`src/common/strr_cfg.svh`:
```
`ifndef STRR_CFG_SVH
`define STRR_CFG_SVH

// clock and time figures
`define STRR_CLK_MHZ 250
`define STRR_LAMP_MS 1000
`define STRR_FLASH_MS 250
`define STRR_DEB_MS 10

// subtest numbers
`define STRR_HDC_FIRST 7'h01
`define STRR_HDC_LAST 7'h07
`define STRR_LIM_RAM 7'h03
`define STRR_LIM_DMA 7'h05
`define STRR_LIM_TIMER 7'h06
`define STRR_DRV_FIRST 7'h0a
`define STRR_SERVO_FIRST 7'h13
`define STRR_POS_FIRST 7'h1d
`define STRR_RW_FIRST 7'h26
`define STRR_ERR_FIRST 7'h5f
`define STRR_DRV_LAST 7'h65
`define STRR_PN_TRIGGER 7'h26
`define STRR_PN_FIRST 7'h66
`define STRR_PN_LAST 7'h68
`define STRR_PN_RESUME 7'h27
`define STRR_NO_TEST 7'h00

// readout glyph codes; 5'h00 to 5'h0f are hex digits
`define STRR_G_BLANK 5'h10
`define STRR_G_PASS 5'h11
`define STRR_G_FAIL 5'h12
`define STRR_G_UNIT 5'h13
`define STRR_G_ASSY 5'h14
`define STRR_G_REL_R 5'h15
`define STRR_G_REL_D 5'h16
`define STRR_G_EIGHT 5'h08
`define STRR_HDC_LABEL 5'h02

`endif

```
`src/common/strr_pkg.sv`:
```
package strr_pkg;

    typedef enum logic [2:0] {
        ST_LAMP = 3'b000,
        ST_HDC = 3'b001,
        ST_DRV = 3'b011,
        ST_DONE = 3'b010,
        ST_HALT = 3'b110
    } strr_state_t;

    typedef enum logic [2:0] {
        STP_PF = 3'b000,
        STP_UNIT = 3'b001,
        STP_A1 = 3'b011,
        STP_A2 = 3'b010,
        STP_TEST = 3'b110
    } strr_step_t;

    typedef logic [4:0] strr_glyph_t;

    typedef struct packed {
        logic fail;
        logic [2:0] assy1;
        logic [2:0] assy2;
        logic [6:0] test;
    } strr_unit_t;

endpackage

```
`src/common/strr_btn_if.sv`:
```
interface strr_btn_if;
    logic raw;
    logic level;
    logic pressed;
    logic released;
    modport deb (input raw, output level, output pressed, output released);
    modport user (output raw, input level, input pressed, input released);
endinterface

```
`src/verilog/strr_debounce.sv`:
```
module strr_debounce #(
    parameter int unsigned DEB_CYC = 2500000
) (
    input wire logic clk,
    input wire logic rst_b,
    strr_btn_if.deb btn
);
    logic sync1_reg;
    logic sync2_reg;
    logic level_reg;
    logic pressed_reg;
    logic released_reg;
    logic [31:0] cnt_reg;

    always_ff @(posedge clk or negedge rst_b) begin
        if (!rst_b) begin
            sync1_reg <= 1'b0;
            sync2_reg <= 1'b0;
        end else begin
            sync1_reg <= btn.raw;
            sync2_reg <= sync1_reg;
        end
    end

    // level only moves after the synchronised input has held still for DEB_CYC cycles
    always_ff @(posedge clk or negedge rst_b) begin
        if (!rst_b) begin
            cnt_reg <= 32'h0;
            level_reg <= 1'b0;
            pressed_reg <= 1'b0;
            released_reg <= 1'b0;
        end else begin
            pressed_reg <= 1'b0;
            released_reg <= 1'b0;
            if (sync2_reg == level_reg) begin
                cnt_reg <= 32'h0;
            end else if (cnt_reg == DEB_CYC - 1) begin
                cnt_reg <= 32'h0;
                level_reg <= sync2_reg;
                pressed_reg <= sync2_reg;
                released_reg <= !sync2_reg;
            end else begin
                cnt_reg <= cnt_reg + 32'h1;
            end
        end
    end

    assign btn.level = level_reg;
    assign btn.pressed = pressed_reg;
    assign btn.released = released_reg;
endmodule

```
`src/verilog/strr_top.sv`:
```
// Contract
// - no on line unless host-side controller passed
// - drive-side failure only reported, not blocking
// - run at power on, button, host command
// - subtests run in seven ordered groups
// - button or host runs limited controller set
// - product number subtests follow passed 26
// - lamp test then flashing green while running; a host-started run skips the lamp test and flashes green from the start
// - controller failure holds solid red and green
// - done: solid green pass, solid red fail
// - pass or fail glyph with bus address
// - step through units in turn
// - controller shown as unit 2
// - suspects most probable first, then subtest
// - first digit glyph codes per kind
// - failed subtest shown as two hex digits
// - passed unit skips straight to next unit
// - log run-time faults after power on
// - status request returns self-test failure details
// - after last result return to pass/fail
// - button requests release; denial shown while held
`include "strr_cfg.svh"

module strr_top
    import strr_pkg::*;
#(
    parameter int unsigned LAMP_CYC = `STRR_LAMP_MS * `STRR_CLK_MHZ * 1000,
    parameter int unsigned FLASH_CYC = `STRR_FLASH_MS * `STRR_CLK_MHZ * 1000,
    parameter int unsigned DEB_CYC = `STRR_DEB_MS * `STRR_CLK_MHZ * 1000
) (
    input wire logic clk,
    input wire logic rst_b,
    input wire logic [2:0] bus_addr,
    input wire logic test_btn_raw,
    input wire logic result_btn_raw,
    input wire logic host_diag,
    input wire logic host_stat_req,
    input wire logic release_grant,
    input wire logic release_deny,
    input wire logic test_done,
    input wire logic test_pass,
    input wire logic [2:0] test_suspect1,
    input wire logic [2:0] test_suspect2,
    input wire logic rt_fault,
    input wire logic [7:0] rt_code,
    output logic test_start,
    output logic [6:0] test_num,
    output logic test_limited,
    output logic [2:0] test_group,
    output logic led_red,
    output logic led_green,
    output strr_glyph_t dig_hi,
    output strr_glyph_t dig_lo,
    output logic release_req,
    output logic online,
    output logic stat_valid,
    output logic stat_diag_fail,
    output logic [2:0] stat_p1,
    output logic [2:0] stat_p2,
    output logic [6:0] stat_p3,
    output logic [7:0] log_count,
    output logic [7:0] log_last
);

    function automatic strr_glyph_t strr_hex(input logic [3:0] nib);
        strr_hex = {1'b0, nib};
    endfunction
    // the limited set skips the tests that would wipe the runtime state
    function automatic logic [6:0] strr_next(input logic [6:0] num, input logic lim);
        strr_next = (lim && num == `STRR_LIM_RAM) ? `STRR_LIM_DMA :
            (lim && num == `STRR_LIM_DMA) ? `STRR_LIM_TIMER :
            (lim && num == `STRR_LIM_TIMER) ? `STRR_NO_TEST :
            (num == `STRR_HDC_LAST || num == `STRR_DRV_LAST) ? `STRR_NO_TEST :
            (num == `STRR_PN_TRIGGER) ? `STRR_PN_FIRST :
            (num == `STRR_PN_LAST) ? `STRR_PN_RESUME :
            num + 7'h01;
    endfunction

    function automatic logic [2:0] strr_group(input logic [6:0] num);
        strr_group = num < `STRR_DRV_FIRST ? 3'h0 :
            num < `STRR_SERVO_FIRST ? 3'h1 :
            num < `STRR_POS_FIRST ? 3'h2 :
            num < `STRR_RW_FIRST ? 3'h3 :
            num < `STRR_ERR_FIRST ? 3'h4 :
            num <= `STRR_DRV_LAST ? 3'h5 : 3'h6;
    endfunction

    strr_btn_if tbtn ();
    strr_btn_if rbtn ();
    assign tbtn.raw = test_btn_raw;
    assign rbtn.raw = result_btn_raw;

    strr_debounce #(.DEB_CYC(DEB_CYC)) u_test_deb (
        .clk(clk),
        .rst_b(rst_b),
        .btn(tbtn)
    );
    strr_debounce #(.DEB_CYC(DEB_CYC)) u_result_deb (
        .clk(clk),
        .rst_b(rst_b),
        .btn(rbtn)
    );

    strr_state_t state_reg;
    strr_step_t step_reg;
    logic step_u_reg;
    strr_unit_t unit_reg [0:1];
    logic run_lim_reg;
    logic show8_reg;
    logic [31:0] lamp_cnt_reg;
    logic [31:0] flash_cnt_reg;
    logic flash_reg;
    logic [6:0] test_num_reg;
    logic wait_reg;
    logic start_reg;
    logic grant_reg;
    logic deny_reg;
    logic red_reg;
    logic green_reg;
    strr_glyph_t hi_reg;
    strr_glyph_t lo_reg;
    logic stat_valid_reg;
    logic stat_fail_reg;
    logic [2:0] stat_p1_reg;
    logic [2:0] stat_p2_reg;
    logic [6:0] stat_p3_reg;
    logic [7:0] log_count_reg;
    logic [7:0] log_last_reg;
    logic pressed_any;
    logic running;
    logic any_fail;
    logic btn_start;
    logic do_start;
    logic adv;
    logic fail_now;
    assign pressed_any = tbtn.level | rbtn.level;
    assign running = state_reg == ST_LAMP || state_reg == ST_HDC || state_reg == ST_DRV;
    assign any_fail = unit_reg[0].fail | unit_reg[1].fail;
    assign btn_start = tbtn.released && grant_reg;
    // a halted controller takes no start; a start is taken whenever the readout is on pass/fail, even mid-run
    assign do_start = state_reg != ST_HALT && step_reg == STP_PF && (btn_start || host_diag);
    assign fail_now = wait_reg && test_done && !test_pass && (state_reg == ST_HDC || state_reg == ST_DRV);
    assign adv = rbtn.released && (state_reg == ST_HALT || (state_reg == ST_DONE && grant_reg));

    // grant and denial are caught while a button is held and dropped when it lets go
    always_ff @(posedge clk or negedge rst_b) begin
        if (!rst_b) begin
            grant_reg <= 1'b0;
            deny_reg <= 1'b0;
        end else begin
            grant_reg <= pressed_any && (grant_reg || release_grant);
            deny_reg <= pressed_any && (deny_reg || release_deny);
        end
    end

    always_ff @(posedge clk or negedge rst_b) begin
        if (!rst_b) begin
            state_reg <= ST_LAMP;
            run_lim_reg <= 1'b0;
            show8_reg <= 1'b1;
            lamp_cnt_reg <= 32'h0;
            test_num_reg <= `STRR_HDC_FIRST;
            wait_reg <= 1'b0;
            start_reg <= 1'b0;
        end else begin
            start_reg <= 1'b0;
            if (do_start) begin
                state_reg <= host_diag ? ST_HDC : ST_LAMP;
                show8_reg <= !host_diag;
                lamp_cnt_reg <= 32'h0;
                run_lim_reg <= 1'b1;
                test_num_reg <= `STRR_LIM_RAM;
                wait_reg <= 1'b0;
            end else begin
                unique case (state_reg)
                    ST_LAMP: begin
                        if (lamp_cnt_reg == LAMP_CYC - 1) begin
                            state_reg <= ST_HDC;
                            show8_reg <= 1'b0;
                            lamp_cnt_reg <= 32'h0;
                        end else begin
                            lamp_cnt_reg <= lamp_cnt_reg + 32'h1;
                        end
                    end
                    ST_HDC, ST_DRV: begin
                        if (!wait_reg) begin
                            start_reg <= 1'b1;
                            wait_reg <= 1'b1;
                        end else if (test_done) begin
                            wait_reg <= 1'b0;
                            if (!test_pass) begin
                                state_reg <= state_reg == ST_HDC ? ST_HALT : ST_DONE;
                            end else if (strr_next(test_num_reg, run_lim_reg) != `STRR_NO_TEST) begin
                                test_num_reg <= strr_next(test_num_reg, run_lim_reg);
                            end else if (state_reg == ST_HDC) begin
                                state_reg <= ST_DRV;
                                test_num_reg <= `STRR_DRV_FIRST;
                            end else begin
                                state_reg <= ST_DONE;
                            end
                        end
                    end
                    ST_DONE, ST_HALT: wait_reg <= 1'b0;
                    default: state_reg <= ST_LAMP;
                endcase
            end
        end
    end

    // per-unit results; index 1 holds the host-side controller
    always_ff @(posedge clk or negedge rst_b) begin
        if (!rst_b) begin
            unit_reg[0] <= '0;
            unit_reg[1] <= '0;
        end else if (do_start) begin
            unit_reg[0] <= '0;
            unit_reg[1] <= '0;
        end else if (fail_now) begin
            unit_reg[state_reg == ST_HDC] <= '{fail: 1'b1, assy1: test_suspect1,
                                              assy2: test_suspect2, test: test_num_reg};
        end
    end

    always_ff @(posedge clk or negedge rst_b) begin
        if (!rst_b) begin
            step_reg <= STP_PF;
            step_u_reg <= 1'b0;
        end else if (adv) begin
            unique case (step_reg)
                STP_PF: begin
                    step_reg <= STP_UNIT;
                    step_u_reg <= 1'b0;
                end
                STP_UNIT: begin
                    if (!unit_reg[step_u_reg].fail) begin
                        step_reg <= step_u_reg ? STP_PF : STP_UNIT;
                        step_u_reg <= 1'b1;
                    end else begin
                        step_reg <= unit_reg[step_u_reg].assy1 != 3'h0 ? STP_A1 : STP_TEST;
                    end
                end
                STP_A1: step_reg <= unit_reg[step_u_reg].assy2 != 3'h0 ? STP_A2 : STP_TEST;
                STP_A2: step_reg <= STP_TEST;
                STP_TEST: begin
                    step_reg <= step_u_reg ? STP_PF : STP_UNIT;
                    step_u_reg <= 1'b1;
                end
                default: step_reg <= STP_PF;
            endcase
        end
    end

    // flash prescaler; only meaningful while a run is in progress
    always_ff @(posedge clk or negedge rst_b) begin
        if (!rst_b) begin
            flash_cnt_reg <= 32'h0;
            flash_reg <= 1'b0;
        end else if (flash_cnt_reg == FLASH_CYC - 1) begin
            flash_cnt_reg <= 32'h0;
            flash_reg <= !flash_reg;
        end else begin
            flash_cnt_reg <= flash_cnt_reg + 32'h1;
        end
    end

    always_ff @(posedge clk or negedge rst_b) begin
        if (!rst_b) begin
            red_reg <= 1'b0;
            green_reg <= 1'b0;
        end else begin
            red_reg <= state_reg == ST_LAMP || state_reg == ST_HALT ||
                (state_reg == ST_DONE && any_fail);
            green_reg <= state_reg == ST_LAMP || state_reg == ST_HALT || (state_reg == ST_DONE && !any_fail) ||
                (running && flash_reg);
        end
    end

    always_ff @(posedge clk or negedge rst_b) begin
        if (!rst_b) begin
            hi_reg <= `STRR_G_BLANK;
            lo_reg <= `STRR_G_BLANK;
        end else if (running) begin
            hi_reg <= state_reg == ST_LAMP && show8_reg ? `STRR_G_EIGHT : `STRR_G_BLANK;
            lo_reg <= state_reg == ST_LAMP && show8_reg ? `STRR_G_EIGHT : `STRR_G_BLANK;
        end else if (pressed_any && state_reg != ST_HALT) begin
            hi_reg <= deny_reg ? `STRR_G_REL_R : `STRR_G_BLANK;
            lo_reg <= deny_reg ? `STRR_G_REL_D : `STRR_G_BLANK;
        end else begin
            unique case (step_reg)
                STP_PF: begin
                    hi_reg <= any_fail ? `STRR_G_FAIL : `STRR_G_PASS;
                    lo_reg <= {2'b00, bus_addr};
                end
                STP_UNIT: begin
                    hi_reg <= `STRR_G_UNIT;
                    lo_reg <= step_u_reg ? `STRR_HDC_LABEL : 5'h00;
                end
                STP_A1, STP_A2: begin
                    hi_reg <= `STRR_G_ASSY;
                    lo_reg <= {2'b00, step_reg == STP_A1 ? unit_reg[step_u_reg].assy1 : unit_reg[step_u_reg].assy2};
                end
                STP_TEST: begin
                    hi_reg <= strr_hex({1'b0, unit_reg[step_u_reg].test[6:4]});
                    lo_reg <= strr_hex(unit_reg[step_u_reg].test[3:0]);
                end
                default: begin
                    hi_reg <= `STRR_G_BLANK;
                    lo_reg <= `STRR_G_BLANK;
                end
            endcase
        end
    end

    // status answer; a halted controller is deaf to the host
    always_ff @(posedge clk or negedge rst_b) begin
        if (!rst_b) begin
            stat_valid_reg <= 1'b0;
            stat_fail_reg <= 1'b0;
            stat_p1_reg <= 3'h0;
            stat_p2_reg <= 3'h0;
            stat_p3_reg <= 7'h00;
        end else begin
            stat_valid_reg <= host_stat_req && state_reg != ST_HALT;
            if (host_stat_req) begin
                stat_fail_reg <= any_fail;
                stat_p1_reg <= unit_reg[unit_reg[1].fail].assy1;
                stat_p2_reg <= unit_reg[unit_reg[1].fail].assy2;
                stat_p3_reg <= unit_reg[0].test;
            end
        end
    end

    // run-time fault log, counter saturates rather than wrapping
    always_ff @(posedge clk or negedge rst_b) begin
        if (!rst_b) begin
            log_count_reg <= 8'h00;
            log_last_reg <= 8'h00;
        end else if (rt_fault) begin
            log_last_reg <= rt_code;
            log_count_reg <= log_count_reg + {7'h00, log_count_reg != 8'hff};
        end
    end

    assign test_start = start_reg;
    assign test_num = test_num_reg;
    assign test_limited = run_lim_reg;
    assign test_group = strr_group(test_num_reg);
    assign led_red = red_reg;
    assign led_green = green_reg;
    assign dig_hi = hi_reg;
    assign dig_lo = lo_reg;
    assign release_req = state_reg != ST_HALT && (pressed_any || step_reg != STP_PF);
    assign online = state_reg == ST_DONE && !unit_reg[1].fail && !release_req;
    assign stat_valid = stat_valid_reg;
    assign stat_diag_fail = stat_fail_reg;
    assign stat_p1 = stat_p1_reg;
    assign stat_p2 = stat_p2_reg;
    assign stat_p3 = stat_p3_reg;
    assign log_count = log_count_reg;
    assign log_last = log_last_reg;
endmodule

```
`config.mk`:
```
export PLATFORM = sky130hd
export DESIGN_NAME = strr_top
export DESIGN_NICKNAME = d
export VERILOG_FILES = /design/src/common/strr_pkg.sv /design/src/common/strr_btn_if.sv /design/src/verilog/strr_debounce.sv /design/src/verilog/strr_top.sv
export VERILOG_INCLUDE_DIRS = /design/src /design/src/common
export SDC_FILE = /design/constraint.sdc
export NUM_CORES = 1
export LEC_CHECK = 0
export ABC_AREA = 1
export BUFFER_PORTS_ARGS = -buffer_cell sky130_fd_sc_hd__buf_2
export CAP_MARGIN = 20
export CORE_UTILIZATION = 25
export DETAILED_ROUTE_END_ITERATION = 10
export MAX_ROUTING_LAYER = met4
export PLACE_DENSITY = 0.5
export SYNTH_ARGS = -nofsm -noshare
export SYNTH_HDL_FRONTEND = slang
export SYNTH_SLANG_ARGS = --single-unit
export TNS_END_PERCENT = 30
```
`constraint.sdc`:
```
create_clock -name clk -period 2 [get_ports clk]
set_input_delay 0.2 -clock clk [delete_from_list [all_inputs] [get_ports clk]]
set_output_delay 0.2 -clock clk [all_outputs]
set_load 0.1 [all_outputs]
```
==> summary.md <==
| Metric | Value |
|---|---|
| Crit-path cells | ha_4 -> inv_2 -> nor2_2 -> nand2_2 -> nor3b_4 -> nor3_2 -> o21ai_2 -> a31oi_4 -> buf_12 |
| Required time of the critical path | 1.80 ns |
| Pre-antenna DRT Iters | 5 |
| R2r setup slk | -0.29 ns |
| Synth area leaders | dfrtp_1, nand2_1, inv_1 |
| P per Cell Area | about 1000 nW/um2 |
| Seq/Total Area, Yosys | 0.462 |
| Simple-gate portion of the synthesized area | 0.289 |
| Most frequent cells in the layout | nand2_1, inv_1, dfrtp_1 |
| DP HPWL | 26000 um |
| PortBufs | 84 |
| Commonest non-fill, non-tap cell in the layout | nand2_1 |
| Main combinational cell family by area after synthesis | simple AND/OR/NAND/NOR gates |
| CTS root buf | clkbuf_16 |
| Rows | a little over 80 |
| Layout cells sized above 1 | 0.209 |
| Sink Count | 228 |
| Top achievable clock speed | 399 MHz |
| Xor/xnor share of the synthesized area | 0.0553 |
| Clk buf depth | 3 |
| Synthesized netlist cell count | 1552 |
| Pins Over Slew Limit | 0 |
| Multiplexer area fraction after synthesis | 0.00821 |
| Starting density of the core | 0.253 |
| Complex-gate fraction of the synthesized area | 0.0905 |
| Die span in x | between 200 and 250 um |
| Layout area overhead | 28.5% |
| Setup violators final | 13 |
| Reg clk slew, reported paths | roughly 0.07 ns |
| Total nets after synthesis | around 1.6k |
| Antenna-violating nets left | 0 |
| Reg-to-reg endpoint | test_num[1]$_DFFE_PN0P_ |
| Synth cell types | 55 |
| Failing checks | setup timing |
| CP max stage delay | approximately 0.65 ns |
| Critical R2R Launch | test_num[0]$_DFFE_PN1P_ |
| RSZ-0062 raised after global routing | yes |
| Synthesized area | 12400 um2 |
| Layout Nets | approximately 1.8k |
| Slew @ Worst Pin | 0.741 ns |
| Die Height | 224 um |
| Metal3 WL | 1610 um |
| Top delay family on crit path | flip-flops |
| CP bufs+invs | 2 |
| Area leader, netlist | dfrtp_1 |
| CP max FO | 4 |
| Final setup margin | -0.506 ns |
| CP startpoint | test_num[0]$_DFFE_PN1P_ |
| WP data arrival | ~2.3 ns |
| Post-synth top flop | dfrtp_1 |
| Max-cap violations | 0 |
| Number of global-route vias before repair | 11.1k |
| Adder-cell share of the synthesized area | 0.0101 |
| 1st-iter DRT viols | 588 |
| DRC viols | 0 |
| M1 wire length | between 15000 and 20000 um |
| Crit-path slowest cell | dfstp_4 |
| Ports | 85 |
| Vias per inst | around 4.6 |
| CP startpoint kind | flip-flop |
| Via Count | roughly 11k |
| Routed WL per cell | 14.2 um |
| Number of cells on the critical path | 9 |
| H-tree lvl count | 1 |
| Tot GR Track Use | 0.143 |
| Largest net degree at the start of global routing | 69 |
| Clock Skews | 0.0211 ns |
| Setup TNS | -3.52 ns |
| Top Metal Used | met4 |
| Synthesized area per cell | 7.96 um2 |
| Minimum clock period | 2.51 ns |
| TritonCTS clock tree | yes |
| Core region area | 48800 um2 |
| Worst skew pair latency | 0.55 ns |
| Setup crit end kind | primary output |
| Area of the die | 50300 um2 |
| Worst setup path category | flip-flop to primary output |
| Antenna violations before repair | 1 |
| Relative slew slack | 0.503 |
| Met2 wire len | 16300 um |
| Number of cells on the worst reg-to-reg path | 16 |
| Final worst path period share | 1.25 |
| First-pass GRT wire length | about 58000 um |
| DP Worst Slack | -0.0402 ns |
| GRT overflow | 0 |
| Outcome | finished, violations left |
| Asr flop ratio synth | 1.00 |
| Synth top area share | 0.454 |
| CP endpoint | test_group[0] |
| Post-synth EDFFs | 0 |
| Pleak | 0.00702 uW |
| CTS Buf Count | 27 |
| HP Class | input port to flip-flop |
| GPL Wtd Cong | 0.913 |
| Fillers | approximately 5.2k |
| Final WL | approximately 35000 um |
| Final hold viol count | 0 |
| Syn. warnings | 0 |
| Worst ir drop on vdd | 641 uV |
| #FFs+latches synth | 228 |
==> repair_timing <==
action | CTS | global route
pin swaps | 6 | 21
resized for setup | 19 | 58
endpoints found under the hold margin | 257 | 0
hold buffers | 22 | 0
setup buffers | 10 | 15
cloned | 0 | 1
setup endpoints to repair | 14 | 67
==> how the worst min path moves through the flow <==
stage                  start                  endpoint  depth (start not counted)
finish              rt_fault  log_count[3]$_DFFE_PN0P_                          4
global route        rt_fault  log_count[3]$_DFFE_PN0P_                          4
CTS                 rt_fault  log_count[3]$_DFFE_PN0P_                          4
detailed placement     rst_b  test_limited$_DFFE_PN0P_                          1
global placement       rst_b      test_start$_DFF_PN0_                          1
floorplan              rst_b        deny_reg$_DFF_PN0_                          0
==> final cells by class <==
type                    instances  area, um2  area share
repair buffers                213       1600       0.101
inverters                     241        918      0.0579
diodes                          1       2.50    0.000158
multi-input cells            1059       5870       0.370
clock inverters                13        153     0.00962
clock buffers                  37        763      0.0481
flip-flops and latches        228       5730       0.361
well taps                     664        831      0.0524
==> worst register-to-register path, delay by kind of cell, from the launching register on <==
kind                     cells  cell delay [ns]
adder cells (fa/ha/maj)      1             0.13
AND/OR/NAND/NOR              9             0.80
buffers and inverters        6             0.60
flip-flops                   1             0.65
==> cell families after synthesis <==
family	Yosys count
AOI/OAI and AO/OA	187
xor gates and xnor gates	78
adders and majority gates	10
buffers and inverters	266
DFF	228
muxes	9
and+or+nand+nor	774
==> power breakdown <==
| group | switching [uW] | leakage, uW | internal, uW |
|---|---|---|---|
| clock | 2010 | 0.000450 | 3060 |
| combinational | 4240 | 0.00352 | 1520 |
| sequential | 406 | 0.00305 | 5110 |
==> metrics by stage <==
stage | hold slack (ns) | power (uW) | cells | area (um2) | util
finish | 0.0342 | 16300 | 2456 | 15900 | 0.325
global route | 0.0463 | 17100 | 2456 | 15900 | 0.325
CTS | 0.00813 | 16200 | 2439 | 15500 | 0.318
detailed placement | 0.0925 | 10900 | 2357 | 14300 | 0.292
global placement | 0.0874 | 10900 | 2357 | 14300 | 0.292
floorplan | -0.0956 | 9380 | 1552 | 12400 | -
==> layer usage <==
metal / vias to the layer above / GRT usage
met5: - / -
met4: 0 / 0.0386
met3: 45 / 0.0183
met2: 253 / 0.230
met1: 5382 / 0.191
li1: 5541 / -
==> synth_stat cells, drive strengths merged (2+ instances only) <==
| cell | count |
|---|---|
| or2 | 4 |
| o22ai | 44 |
| a21oi | 39 |
| a31oi | 8 |
| nor4 | 25 |
| nor3b | 7 |
| nor2 | 226 |
| nand4 | 53 |
| buf | 16 |
| nand2 | 277 |
| o21bai | 2 |
| dfrtp | 224 |
| dfstp | 4 |
| mux2 | 9 |
| clkinv | 4 |
| xor2 | 61 |
| clkbuf | 9 |
| o211ai | 2 |
| a221oi | 3 |
| o21a | 2 |
| nand3 | 80 |
| nand3b | 5 |
| nor3 | 90 |
| xnor2 | 17 |
| and3 | 3 |
| a211oi | 5 |
| o21ai | 72 |
| and2 | 2 |
| ha | 10 |
| inv | 237 |
| o31ai | 3 |
Power figures use the tool's default switching activity.
